File: config.mk
export PLATFORM = sky130hd
export DESIGN_NAME = dmpt_tester
export DESIGN_NICKNAME = d
export VERILOG_FILES = /design/src/design/dmpt_pkg.sv /design/src/design/dmpt_tester.sv
export VERILOG_INCLUDE_DIRS = /design/src /design/src/design
export SDC_FILE = /design/constraint.sdc
export NUM_CORES = 1
export LEC_CHECK = 0
export BUFFER_PORTS_ARGS = -buffer_cell sky130_fd_sc_hd__buf_2
export CORE_ASPECT_RATIO = 1.75
export CORE_UTILIZATION = 25
export DETAILED_ROUTE_END_ITERATION = 8
export PLACE_DENSITY = 0.42
export SKIP_CTS_REPAIR_TIMING = 1
export SLEW_MARGIN = 5
export SYNTH_ARGS = -nofsm -noshare
export SYNTH_HDL_FRONTEND = slang
export SYNTH_SLANG_ARGS = --single-unit
File: constraint.sdc
create_clock -name clk -period 6.83 [get_ports clk]
set_clock_uncertainty 0.1 [all_clocks]
set_input_delay 0.683 -clock clk [delete_from_list [all_inputs] [get_ports clk]]
set_output_delay 0.683 -clock clk [all_outputs]
set_load 0.02 [all_outputs]
File: src/design/dmpt_regs.svh
// Purpose: Named constants for the demand-mode pattern tester.
// Assumes: Included by the design file only.
// Notes:   Bit positions refer to the control word and descriptor words.
`ifndef DMPT_REGS_SVH
`define DMPT_REGS_SVH

// =============================================================
// Control word layout
`define DMPT_CTRL_RUN      0
`define DMPT_CTRL_FAILED   1
`define DMPT_CTRL_STARTED  2
`define DMPT_CTRL_RSVD     3
`define DMPT_CTRL_RESET    4'h0

// =============================================================
// Descriptor word layout
`define DMPT_DESC_DIR_BIT  63
`define DMPT_DESC_LEN_MSB  31
`define DMPT_DIR_TO_HOST   1'b1
`define DMPT_DIR_TO_CARD   1'b0

// =============================================================
// Pattern and counters
`define DMPT_PAT_SEED      32'h0000_0000
`define DMPT_PAT_STEP      32'h0000_0001
`define DMPT_ADDR_SHIFT    2
`define DMPT_CNT_ZERO      32'h0000_0000
`define DMPT_CNT_ONE       32'h0000_0001

`endif

File: src/design/dmpt_pkg.sv
// Purpose: Types shared by the demand-mode pattern tester.
// Assumes: 64-bit qword stream toward and from the DMA engine.
// Notes:   Constants live in dmpt_regs.svh.
package dmpt_pkg;

	// =========================================================
	// Kind of beat sent to the engine
	typedef enum logic [1:0] {
		DMPT_TX_RETADDR,
		DMPT_TX_DESC,
		DMPT_TX_ADDR,
		DMPT_TX_DATA
	} dmpt_tx_kind_e;

	typedef struct packed {
		dmpt_tx_kind_e kind;
		logic          rd_phase;
		logic [63:0]   data;
	} dmpt_tx_s;

	// =========================================================
	// Beat returned from the engine
	typedef struct packed {
		logic        is_desc;
		logic [63:0] data;
	} dmpt_rx_s;

endpackage

File: src/design/dmpt_tester.sv
// Purpose: Demand-mode write/read-back pattern tester and its rx FIFO.
// Assumes: One clock, synchronous reset; engine keeps its own rules.
// Notes:   Data dwords travel in the low half of each 64-bit beat.
`include "dmpt_regs.svh"

// =============================================================
// Return-path FIFO
module dmpt_fifo #(
	parameter int WIDTH = 65,
	parameter int DEPTH = 16
) (
	input  wire logic             clk,
	input  wire logic             srst,
	input  wire logic             in_valid,
	output      logic             in_ready,
	input  wire logic [WIDTH-1:0] in_data,
	output      logic             out_valid,
	input  wire logic             out_ready,
	output      logic [WIDTH-1:0] out_data
);
	localparam int AW = $clog2(DEPTH);

	logic [WIDTH-1:0] mem_q [DEPTH];
	logic [AW-1:0]    wr_q, wr_d, rd_q, rd_d;
	logic [AW:0]      cnt_q, cnt_d;
	logic             push, pop;

	assign in_ready  = (cnt_q != (AW+1)'(DEPTH));
	assign out_valid = (cnt_q != '0);
	assign out_data  = mem_q[rd_q];
	assign push      = in_valid && in_ready;
	assign pop       = out_valid && out_ready;

	always_comb begin
		wr_d  = push ? AW'((32'(wr_q) + 1) % DEPTH) : wr_q;
		rd_d  = pop ? AW'((32'(rd_q) + 1) % DEPTH) : rd_q;
		cnt_d = cnt_q + (AW+1)'(push) - (AW+1)'(pop);
	end

	always_ff @(posedge clk) begin
		if (srst) begin
			wr_q  <= '0;
			rd_q  <= '0;
			cnt_q <= '0;
		end else begin
			wr_q  <= wr_d;
			rd_q  <= rd_d;
			cnt_q <= cnt_d;
		end
		if (push)
			mem_q[wr_q] <= in_data;
	end
endmodule

// =============================================================
// Tester
// How it works
// Stay idle until software sets run-enable, then start a test.
// Send 64-bit return address as two halves, for write and read.
// Write phase sends incrementing dwords, transfer-size dwords per descriptor.
// Control word: bit0 run, bit1 read-failed, bit2 read-started, bit3 reserved.
// After write data, wait for the write-completion descriptor.
// Repeat write descriptor plus data until total size is covered.
// Read request is two qwords: descriptor word then address word.
// Engine sends read-completion descriptor then data, with no gap.
// During read data set read-started and check each dword.
// Any data mismatch sets read-failed.
// Read descriptors ask as many dwords as write descriptors wrote.
// Loop reads until total covered, then clear run and go idle.
// Expected pattern restarts at the write seed for the read phase.
module dmpt_tester #(
	parameter int FIFO_DEPTH = 16
) (
	input  wire logic             clk,
	input  wire logic             srst,
	input  wire logic             run_set,
	input  wire logic [63:0]      ret_addr,
	input  wire logic [63:0]      host_addr,
	input  wire logic [31:0]      total_size,
	input  wire logic [31:0]      xfer_size,
	output      logic [3:0]       ctrl,
	output      logic [3:0]       state_code,
	output      logic             tx_valid,
	input  wire logic             tx_ready,
	output      dmpt_pkg::dmpt_tx_s tx_beat,
	input  wire logic             rx_valid,
	output      logic             rx_ready,
	input  wire dmpt_pkg::dmpt_rx_s rx_beat
);
	import dmpt_pkg::*;

	typedef enum logic [3:0] {
		IDLE, W_RA0, W_RA1, R_RA0, R_RA1, W_DESC, W_ADDR, W_DATA, W_WAIT,
		read_request_header_state, read_request_address_state,
		read_completion_wait_state, read_pattern_check_state, R_WAIT
	} dmpt_state_e;

	dmpt_state_e st_q, st_d;
	logic [3:0]  ctrl_q, ctrl_d;
	logic [31:0] done_q, done_d, beat_q, beat_d, pat_q, pat_d;
	logic        txv_q, txv_d;
	dmpt_tx_s    tx_q, tx_d;
	logic        out_free, emit;
	dmpt_tx_s    emit_beat;
	logic        fq_valid, fq_ready;
	dmpt_rx_s    fq_data;
	logic [63:0] cur_addr, desc_word;
	logic [31:0] done_next;

	// =========================================================
	// Return-path buffer
	dmpt_fifo #(
		.WIDTH ($bits(dmpt_rx_s)),
		.DEPTH (FIFO_DEPTH)
	) u_fifo (
		.clk       (clk),
		.srst      (srst),
		.in_valid  (rx_valid),
		.in_ready  (rx_ready),
		.in_data   (rx_beat),
		.out_valid (fq_valid),
		.out_ready (fq_ready),
		.out_data  (fq_data)
	);

	assign ctrl       = ctrl_q;
	assign state_code = st_q;
	assign tx_valid   = txv_q;
	assign tx_beat    = tx_q;
	assign out_free   = !txv_q || tx_ready;
	assign done_next  = done_q + xfer_size;
	assign cur_addr   = host_addr + {30'h0, done_q, 2'h0};

	// =========================================================
	// Next-state logic
	always_comb begin
		st_d      = st_q;
		ctrl_d    = ctrl_q;
		done_d    = done_q;
		beat_d    = beat_q;
		pat_d     = pat_q;
		emit      = 1'b0;
		emit_beat = '0;
		fq_ready  = 1'b0;
		desc_word = '0;
		desc_word[`DMPT_DESC_LEN_MSB:0] = xfer_size;
		ctrl_d[`DMPT_CTRL_RSVD] = 1'b0;
		case (st_q)
			IDLE: begin
				if (run_set) begin
					ctrl_d = `DMPT_CTRL_RESET;
					ctrl_d[`DMPT_CTRL_RUN] = 1'b1;
					done_d = `DMPT_CNT_ZERO;
					pat_d  = `DMPT_PAT_SEED;
					st_d   = W_RA0;
				end
			end
			W_RA0, W_RA1, R_RA0, R_RA1: begin
				emit = 1'b1;
				emit_beat.kind     = DMPT_TX_RETADDR;
				emit_beat.rd_phase = (st_q == R_RA0) || (st_q == R_RA1);
				emit_beat.data[31:0] = (st_q == W_RA0 || st_q == R_RA0) ?
					ret_addr[31:0] : ret_addr[63:32];
				if (out_free) begin
					case (st_q)
						W_RA0:   st_d = W_RA1;
						W_RA1:   st_d = R_RA0;
						R_RA0:   st_d = R_RA1;
						default: st_d = W_DESC;
					endcase
				end
			end
			W_DESC: begin
				emit = 1'b1;
				emit_beat.kind = DMPT_TX_DESC;
				emit_beat.data = desc_word;
				emit_beat.data[`DMPT_DESC_DIR_BIT] = `DMPT_DIR_TO_HOST;
				if (out_free)
					st_d = W_ADDR;
			end
			W_ADDR: begin
				emit = 1'b1;
				emit_beat.kind = DMPT_TX_ADDR;
				emit_beat.data = cur_addr;
				if (out_free) begin
					beat_d = `DMPT_CNT_ZERO;
					st_d   = W_DATA;
				end
			end
			W_DATA: begin
				emit = 1'b1;
				emit_beat.kind = DMPT_TX_DATA;
				emit_beat.data[31:0] = pat_q;
				if (out_free) begin
					pat_d  = pat_q + `DMPT_PAT_STEP;
					beat_d = beat_q + `DMPT_CNT_ONE;
					if (beat_q + `DMPT_CNT_ONE >= xfer_size)
						st_d = W_WAIT;
				end
			end
			W_WAIT: begin
				fq_ready = 1'b1;
				if (fq_valid && fq_data.is_desc) begin
					done_d = done_next;
					if (done_next < total_size) begin
						st_d = W_DESC;
					end else begin
						done_d = `DMPT_CNT_ZERO;
						pat_d  = `DMPT_PAT_SEED;
						st_d   = read_request_header_state;
					end
				end
			end
			read_request_header_state: begin
				emit = 1'b1;
				emit_beat.kind     = DMPT_TX_DESC;
				emit_beat.rd_phase = 1'b1;
				emit_beat.data     = desc_word;
				emit_beat.data[`DMPT_DESC_DIR_BIT] = `DMPT_DIR_TO_CARD;
				if (out_free)
					st_d = read_request_address_state;
			end
			read_request_address_state: begin
				emit = 1'b1;
				emit_beat.kind     = DMPT_TX_ADDR;
				emit_beat.rd_phase = 1'b1;
				emit_beat.data     = cur_addr;
				if (out_free)
					st_d = read_completion_wait_state;
			end
			read_completion_wait_state: begin
				fq_ready = 1'b1;
				if (fq_valid && fq_data.is_desc) begin
					beat_d = `DMPT_CNT_ZERO;
					st_d   = read_pattern_check_state;
				end
			end
			read_pattern_check_state: begin
				fq_ready = 1'b1;
				ctrl_d[`DMPT_CTRL_STARTED] = 1'b1;
				if (fq_valid) begin
					if (fq_data.is_desc || fq_data.data[31:0] != pat_q)
						ctrl_d[`DMPT_CTRL_FAILED] = 1'b1;
					pat_d  = pat_q + `DMPT_PAT_STEP;
					beat_d = beat_q + `DMPT_CNT_ONE;
					if (beat_q + `DMPT_CNT_ONE >= xfer_size)
						st_d = R_WAIT;
				end
			end
			R_WAIT: begin
				done_d = done_next;
				if (done_next < total_size) begin
					st_d = read_request_header_state;
				end else begin
					ctrl_d[`DMPT_CTRL_RUN] = 1'b0;
					st_d = IDLE;
				end
			end
			default: st_d = IDLE;
		endcase
		txv_d = emit ? 1'b1 : (tx_ready ? 1'b0 : txv_q);
		tx_d  = (emit && out_free) ? emit_beat : tx_q;
	end

	// =========================================================
	// State registers
	always_ff @(posedge clk) begin
		if (srst) begin
			st_q   <= IDLE;
			ctrl_q <= `DMPT_CTRL_RESET;
			done_q <= `DMPT_CNT_ZERO;
			beat_q <= `DMPT_CNT_ZERO;
			pat_q  <= `DMPT_PAT_SEED;
			txv_q  <= 1'b0;
			tx_q   <= '0;
		end else begin
			st_q   <= st_d;
			ctrl_q <= ctrl_d;
			done_q <= done_d;
			beat_q <= beat_d;
			pat_q  <= pat_d;
			txv_q  <= txv_d;
			tx_q   <= tx_d;
		end
	end
endmodule

* Yosys cells after proc, flatten, opt, wreduce, memory -nomap -nowiden
Memory sizes are Yosys's and may differ from the RTL's. A register that Yosys moved wholly into a read port is not among the register bits.
Index checks and enable logic that the tools add are counted.
** Operators by class
- Add/subtract/negate cells :: 8
- Magnitude comparators :: 2
- Bitwise logic cells :: 1
- Equal/unequal tests :: 30
- Reduce and logical (&&, ||, !) cells :: 31
- Multiplexer cells :: 49
** Operators by type and width (count)
- two-way mux 32 bit :: 12
- case mux 32 bit (4 select lines) :: 3
- case mux 32 bit (3 select lines) :: 1
- adder 32 x 1 -> 32 bit, second input constant :: 2
- adder 64 x 34 -> 64 bit :: 1
- two-way mux 4 bit :: 16
- case mux 32 bit (2 select lines) :: 1
- case mux 4 bit (11 select lines) :: 1
- adder 32 bit :: 1
- greater-or-equal comparator 32 bit :: 1
- < comparator 32 bit :: 1
- != test 32 bit :: 1
- != test 2 bit, second input constant :: 15
- equality test 4 bit, second input constant :: 6
- equality test 4 x 3 -> 1 bit, second input constant :: 4
- AND reduction 12 bit :: 1
- two-way mux 1 bit :: 9
- case mux 3 bit (3 select lines) :: 1
- OR reduction 9 bit :: 1
- adder 4 x 1 -> 4 bit, second input constant :: 2
- equality test 4 x 2 -> 1 bit, second input constant :: 2
- nonzero test 4 bit :: 2
- OR reduction 2 bit :: 4
- case mux 2 bit (3 select lines) :: 1
- other kinds (22) :: 32
** Storage, ports and cells
- Output and inout port bits :: 77
- Memories kept :: 1
- Input port bits :: 262
- Memory bits (writable) :: 1040
- Flip-flop bits (word level) :: 185
- Word-level logic and storage cells :: 137
** Memories
- u_fifo.mem_q :: depth 16, width 65, read ports 1, clocked after memory_dff 1, write ports 1, line dmpt_tester.sv:23 : logic [WIDTH-1:0] mem_q [DEPTH];

* Depth between registers and ports, before layout
Gate-level depths: netlist of run 1.
- Depth in word-level cells :: 6
- Mapped depth :: 25
- Gate-level depth less buffers :: 23

* By module
Synthesis of run 1 repeated with hierarchy kept, for this count alone.
** Second synthesis, totals
- Cell total of the unflattened synthesis :: 3497
- Area total of the unflattened synthesis :: 53814.1 um2
** Modules (own cells, without submodules)
- dmpt_fifo :: cells an instance 1695, instances 1, area each 39765.6 um2, sequential area each 31570.3 um2
- dmpt_tester :: cells an instance 1802, instances 1, area each 14048.5 um2, sequential area each 3423.3 um2

* Worst setup path before layout of run 1
Ideal clock, no wire load.
- Path type :: input port to flip-flop
- Start point :: input xfer_size[0]
- End point :: register pat_q[22]
- Path slack :: 1.630 ns
- Required time :: 6.666 ns
- Setup time :: 0.064 ns
- Stages :: 25
- Arrival :: 5.036 ns
- Path buffers :: 2
- Path through :: ha_1 inv_1 fa_1 nor2b_1 o21ai_0 a21boi_0 o21ai_0 a41oi_1 a22oi_1 nand2_1 a31oi_1 xnor2_1 ha_1 a21o_1 a21o_1 a21oi_1 o21ai_0 a221oi_1 o21ai_1 o21ai_2 nor2_1 or2_2 buf_2 buf_6 nor2_1
** On the way
- Cells in the longest elaborated chain, start to end :: 4
** Ends and longest elaborated chain
- start, declared :: line dmpt_tester.sv:80 : input wire logic [31:0] xfer_size,
- adder 32 bit :: line dmpt_tester.sv:131 : assign done_next = done_q + xfer_size;
- < comparator 32 bit :: line dmpt_tester.sv:205 : if (done_next < total_size) begin
- != test 2 bit (no source line)
- AND reduction 6 bit (no source line)
- end signal, assigned :: line dmpt_tester.sv:273 : pat_q <= `DMPT_PAT_SEED;
- end signal, assigned :: line dmpt_tester.sv:281 : pat_q <= pat_d;
- end, declared :: line dmpt_tester.sv:100 : logic [31:0] done_q, done_d, beat_q, beat_d, pat_q, pat_d;
No other way between the ends.
A chain may end at the register's enable or synchronous reset.

* Final worst setup path of run 1
- Start point :: register done_q[1]
- End point :: register pat_q[21]
** On the way
- Cells in the longest elaborated chain, start to end :: 4
** Ends and longest elaborated chain
- start, declared :: line dmpt_tester.sv:100
- start signal, assigned :: line dmpt_tester.sv:271 : done_q <= `DMPT_CNT_ZERO;
- start signal, assigned :: line dmpt_tester.sv:279 : done_q <= done_d;
- adder 32 bit :: line dmpt_tester.sv:131
- < comparator 32 bit :: line dmpt_tester.sv:205
- != test 2 bit (no source line)
- AND reduction 6 bit (no source line)
No other way between the ends.

==> results of run 1 <==
==> cell families (layout without fill, tap and decap cells) <==
group	Yosys count	after routing	synth area share
DFF	716	716	0.566
and+or+nand+nor	686	686	0.0916
AOI/OAI and AO/OA	527	527	0.101
buffers and inverters	248	607	0.0299
muxes	211	211	0.116
xor gates and xnor gates	169	169	0.0427
adders and majority gates	142	142	0.0519
other	1	8	0.000108
==> synth_stat cells, types with 11 or more instances <==
cell	count	area share
edfxtp_1	528	0.46
nor2_1	226	0.024
dfxtp_1	188	0.11
nand2_1	180	0.020
mux4_2	150	0.098
a21oi_1	139	0.020
ha_1	139	0.050
xnor2_1	124	0.031
inv_1	119	0.013
o21ai_0	108	0.016
clkbuf_1	78	0.0085
nand3_1	72	0.010
a21o_1	55	0.012
nor3_1	52	0.0075
xor2_1	45	0.011
a22oi_1	37	0.0080
mux2i_1	34	0.0098
mux2_2	27	0.0088
nand4_1	27	0.0049
buf_2	25	0.0036
nor4_1	25	0.0045
a222oi_1	24	0.0069
and3_1	24	0.0043
a311oi_1	23	0.0058
a211oi_1	18	0.0039
nor2b_1	14	0.0025
o22ai_1	14	0.0025
or3_1	13	0.0023
a31oi_1	11	0.0020
nand2b_1	11	0.0020
nand3b_1	11	0.0024
o21bai_1	11	0.0024
==> metrics by stage <==
step / instance area, um^2 / power, mW / setup WS [ns] / hold WS (ns)
2_1_floorplan: 34600 / 5.79 / 1.63 / 0.332
3_3_place_gp: 38500 / 6.40 / 0.616 / 0.331
3_5_place_dp: 38500 / 6.41 / 0.600 / 0.337
4_1_cts: 40800 / 10.5 / 1.03 / 0.174
5_1_grt: 40800 / 10.7 / 0.543 / 0.207
6_report: 40800 / 10.3 / 1.12 / 0.226
==> worst max-delay path by stage <==
stage / end / slack (ns) / cells past startpoint
2_1_floorplan: pat_q[22] / 1.63 / 25
3_3_place_gp: pat_q[6] / 0.62 / 24
3_5_place_dp: pat_q[6] / 0.60 / 24
4_1_cts: pat_q[5] / 1.03 / 21
5_1_grt: pat_q[10] / 0.54 / 21
6_report: pat_q[21] / 1.12 / 21
==> metal layers <==
metal / vias to the layer above / track usage / wire length (um)
li1: 10900 / - / -
met1: 11700 / 0.177 / 44200
met2: 617 / 0.325 / 64400
met3: 198 / 0.0311 / 5220
met4: 16 / 0.0731 / 5080
met5: - / 0 / 103
==> state kept, by name (all words and copies together), names as in the netlist, 4 cells and up, named ones only <==
register	flops
u_fifo.mem_q	528
tx_beat	67
beat_q	32
done_q	32
pat_q	32
u_fifo.cnt_q	5
state_code	4
u_fifo.rd_q	4
u_fifo.wr_q	4
==> worst max-delay path, stage by stage, from the launching register on <==
cell,delay [ns]
dfxtp_1,0.47
ha_1,0.30
a211oi_1,0.30
o21ai_0,0.19
a211oi_1,0.43
o21ai_0,0.17
a21oi_1,0.26
o21ai_0,0.17
a21o_1,0.21
a21oi_1,0.18
xnor2_1,0.19
ha_1,0.30
a21o_1,0.17
a21o_1,0.17
a21oi_1,0.14
o21ai_0,0.17
a221oi_1,0.28
o21ai_1,0.22
o21ai_2,0.31
nor2_1,0.15
or2_2,0.54
nor2_1,0.20
==> where the power goes <==
part | total, mW | switching (mW) | leakage, nW | internal, mW
registers | 4.92 | 0.0886 | 6.29 | 4.83
logic | 1.37 | 0.901 | 7.01 | 0.465
clock network | 4.05 | 1.81 | 1.13 | 2.25
total | 10.3 | 2.80 | 14.4 | 7.54
==> final cells by class <==
class | instances | share of cell area
tap | 1820 | 0.0558
clock inverter | 39 | 0.0109
timing repair buffer | 355 | 0.0473
sequential | 716 | 0.481
antenna | 7 | 0.000429
inverter | 121 | 0.0111
clock buffer | 92 | 0.0470
multi-input combinational | 1736 | 0.347
==> results.tsv, run 1 <==
metric	value	unit
drc	0	
wl_per_cell	24.3	um
worst-setup-path-type	flop to flop	
yosys_register_bits	716	
cts_root_buf	clkbuf_16	
crit_fanout	27	
dr_total_vias	23400	
arrival	6.20	ns
timing.rr.end	pat_q[21]	
path_clk_slew	0.06	ns
tns	0	ns
stdcell_count	4886	
postRouteAntennaNets	0	
first_iter_violations	1459	
p_leak	14.4	nW
htreeDepth	3	
insertion_delay	0.67	ns
die_height	494	um
fmax	175	MHz
grt_pass1_vias	24600	
synth_cell_type_count	82	
min-delay-start	host_addr[41]	
viasPerCell	4.79	
whs_endpoint	tx_beat[41]	
start_util	0.252	
cts_made_buffers	72	
final-setup-viol-count	0	
rr_startpoint	done_q[1]	
coreArea	137000	um^2
required	7.32	ns
grt-ovfl-total	0	
ir_worst_vdd	153	uV
status	finished, final reports clean	
syn_inst	2700	
grt.total_usage	0.169	
cap_viol_max_count	0	
multiInputGateArea	14200	um^2
cts_max_path_buffers	3	
min_path_cells	3	
fin_crit_sh	0.836	
cp-startpoint	done_q[1]	
rrSetupSlack	1.12	ns
synth_fp_nets	3104	
yosys_warnings	0	
syn2layout_area_growth	17.9	%
rows	180	
final_common_cell	edfxtp_1	
min_path_type	primary input to flop	
place.gp.congestion	0.887	
syn_avg_cell_area	12.8	um^2
syn_area	34600	um^2
grt_pass1_wl	172	mm
max_slew_margin	0.259	
critPathCaptureType	flop	
wirelength	119	mm
critPathLaunchType	flop	
yosysSeqAreaShare	0.566	
tritoncts	done	
dieWidth	283	um
io_buffers	305	
cts.sinks	716	
regArea	19600	um^2
tightestPinTransition	1.10	ns
firstDrtPassIters	7	
die-area	140000	um^2
hold_violations	0	
place_hpwl	84.8	mm
finalMaxSlewViolations	0	
final_cell_mix	edfxtp_1, buf_2, nor2_1	
r2r_cells	21	
p_per_area	253	nW/um^2
drive_gt1_frac	0.224	
synthArstFlopShare	0	
fill_cells	14100	
synthFlopType	edfxtp_1	
ios	339	
place_inst	4748	
antenna_found_initial	23	
grt_max_degree	67	
post-route-util	0.297	
synth_edf_count	528	
rsz0062_at_grt	no	
min_period	5.71	ns
finalNetCount	3406	
Note: power is estimated with default switching activity, not from simulation.
==> run 2: changes to the inputs <==
PLACE_DENSITY = 0.44   (was 0.42)
clock period = 5.1 ns   (was 6.83 ns; I/O delays follow)
==> results.tsv, run 2 (synthesized netlist as in run 1, its figures left out) <==
metric	value	unit	change
tightestPinTransition	1.22	ns	was 1.10 ns
internal-power	10.2	mW	was 7.54 mW
first_iter_violations	1695		was 1,459
finalNetCount	3550		was 3,406
comb_power_share	0.138		was 0.132
cts_max_path_buffers	3		unchanged
dieWidth	283	um	unchanged
largest_reg_flops	528		unchanged
die-area	140000	um^2	unchanged
place_hpwl	88.2	mm	was 84.8 mm
p_per_area	331	nW/um^2	was 253 nW/um^2
cts_root_buf	clkbuf_16		unchanged
critPathLaunchType	flop		unchanged
ios	339		unchanged
arrival	5.43	ns	was 6.20 ns
holdWs	0.0659	ns	was 0.226 ns
grt-ovfl-total	0		unchanged
ir_worst_vdd	243	uV	was 153 uV
io_buffers	305		unchanged
grt.total_usage	0.171		was 0.169
final-setup-viol-count	0		unchanged
cts.sinks	716		unchanged
final_common_cell	edfxtp_1		unchanged
fin_crit_sh	0.969		was 0.836
min_period	4.94	ns	was 5.71 ns
total_power	14.0	mW	was 10.3 mW
sw_frac_of_total	0.269		was 0.271
fmax	202	MHz	was 175 MHz
seq_power_share	0.472		was 0.476
viasPerCell	4.79		about the same
finalMaxSlewViolations	0		unchanged
clkPwrFrac	0.390		was 0.392
rows	180		unchanged
wl_per_cell	24.1	um	was 24.3 um
status	finished, final reports clean		unchanged
postRouteAntennaNets	0		unchanged
tns	0	ns	unchanged
die_height	494	um	unchanged
max_slew_margin	0.166		was 0.259
antenna_found_initial	33		was 23
tritoncts	done		unchanged
required	5.59	ns	was 7.32 ns
start_util	0.252		unchanged
worst-setup-path-type	flop to flop		unchanged
regArea	19600	um^2	about the same
grt_pass1_vias	24900		was 24,600
crit_fanout	13		was 27
wirelength	121	mm	was 119 mm
final_cell_mix	edfxtp_1, buf_2, nor2_1		unchanged
htreeDepth	3		unchanged
drive_gt1_frac	0.269		was 0.224
switching_power	3.76	mW	was 2.80 mW
regMostFlops	u_fifo.mem_q		unchanged
stdcell_count	5029		was 4,886
firstDrtPassIters	6		was 7
syn2layout_area_growth	21.7	%	was 17.9%
coreArea	137000	um^2	unchanged
critPathCaptureType	flop		unchanged
p_leak	15.2	nW	was 14.4 nW
insertion_delay	0.66	ns	was 0.67 ns
hold_violations	0		unchanged
post-route-util	0.307		was 0.297
place_inst	4883		was 4,748
min_path_type	primary input to flop		unchanged
cts_made_buffers	70		was 72
dr_total_vias	24100		was 23,400
fill_cells	14000		was 14,100
drc	0		unchanged
grt_max_degree	70		was 67
cap_viol_max_count	0		unchanged
place.gp.congestion	0.947		was 0.887
path_clk_slew	0.07	ns	was 0.06 ns
multiInputGateArea	14300	um^2	was 14,200 um^2
grt_pass1_wl	174	mm	was 172 mm
[run 2: worst max-delay path, stage by stage (launching register included)]
cell       delay [ns]
dfxtp_2          0.35
ha_1             0.33
nand3_1          0.08
o211ai_1         0.23
buf_4            0.16
a211oi_2         0.04
or3_4            0.45
and2_1           0.18
o21ai_1          0.25
buf_4            0.17
a21oi_1          0.06
xnor2_1          0.25
ha_1             0.30
nand4_1          0.17
nor4_4           0.07
buf_4            0.15
a221oi_4         0.33
o21ai_4          0.15
buf_4            0.19
o32ai_4          0.28
buf_12           0.17
clkbuf_16        0.19
a22oi_1          0.08
nor2_1           0.12
[run 2: final timing paths]
path / from / endpoint / slack (ns) / cells after the start
setup / recovery: done_q[10] / done_q[2] / 0.16 / 23
hold / removal: host_addr[53] / tx_beat[53] / 0.07 / 3
setup reg to reg: done_q[10] / done_q[2] / 0.16 / 23
hold reg to reg: tx_beat[54] / tx_beat[54] / 0.34 / 2
[run 2: through the flow]
stage | area (um^2) | worst slack, ns
3_3_place_gp | 39500 | -0.521
4_1_cts | 41900 | -0.282
6_report | 42200 | 0.156
2_1_floorplan | 34600 | 0.0730
3_5_place_dp | 39500 | -0.527
5_1_grt | 42200 | -0.0776
[run 2: cell type report]
class / count / share of cell area
tap: 1820 / 0.0540
inverter: 121 / 0.0108
multi-input combinational: 1736 / 0.339
clock inverter: 47 / 0.0126
timing repair buffer: 501 / 0.0741
antenna: 8 / 0.000475
sequential: 716 / 0.466
clock buffer: 80 / 0.0432
[run 2: layer usage]
| metal | share of wire | up-vias | track usage |
|---|---|---|---|
| li1 | - | 11200 | - |
| met1 | 0.36 | 12000 | 0.175 |
| met2 | 0.54 | 683 | 0.329 |
| met3 | 0.044 | 227 | 0.0298 |
| met4 | 0.049 | 32 | 0.0846 |
| met5 | 0.0018 | - | 0 |
[run 2: power by group through the flow]
stage	logic [mW]	clock network, mW	registers [mW]
2_1_floorplan	0.977	0	6.78
4_1_cts	1.94	5.63	6.59
6_report	1.93	5.46	6.59
3_3_place_gp	1.93	0	6.71
3_5_place_dp	1.93	0	6.72
5_1_grt	2.08	5.81	6.61
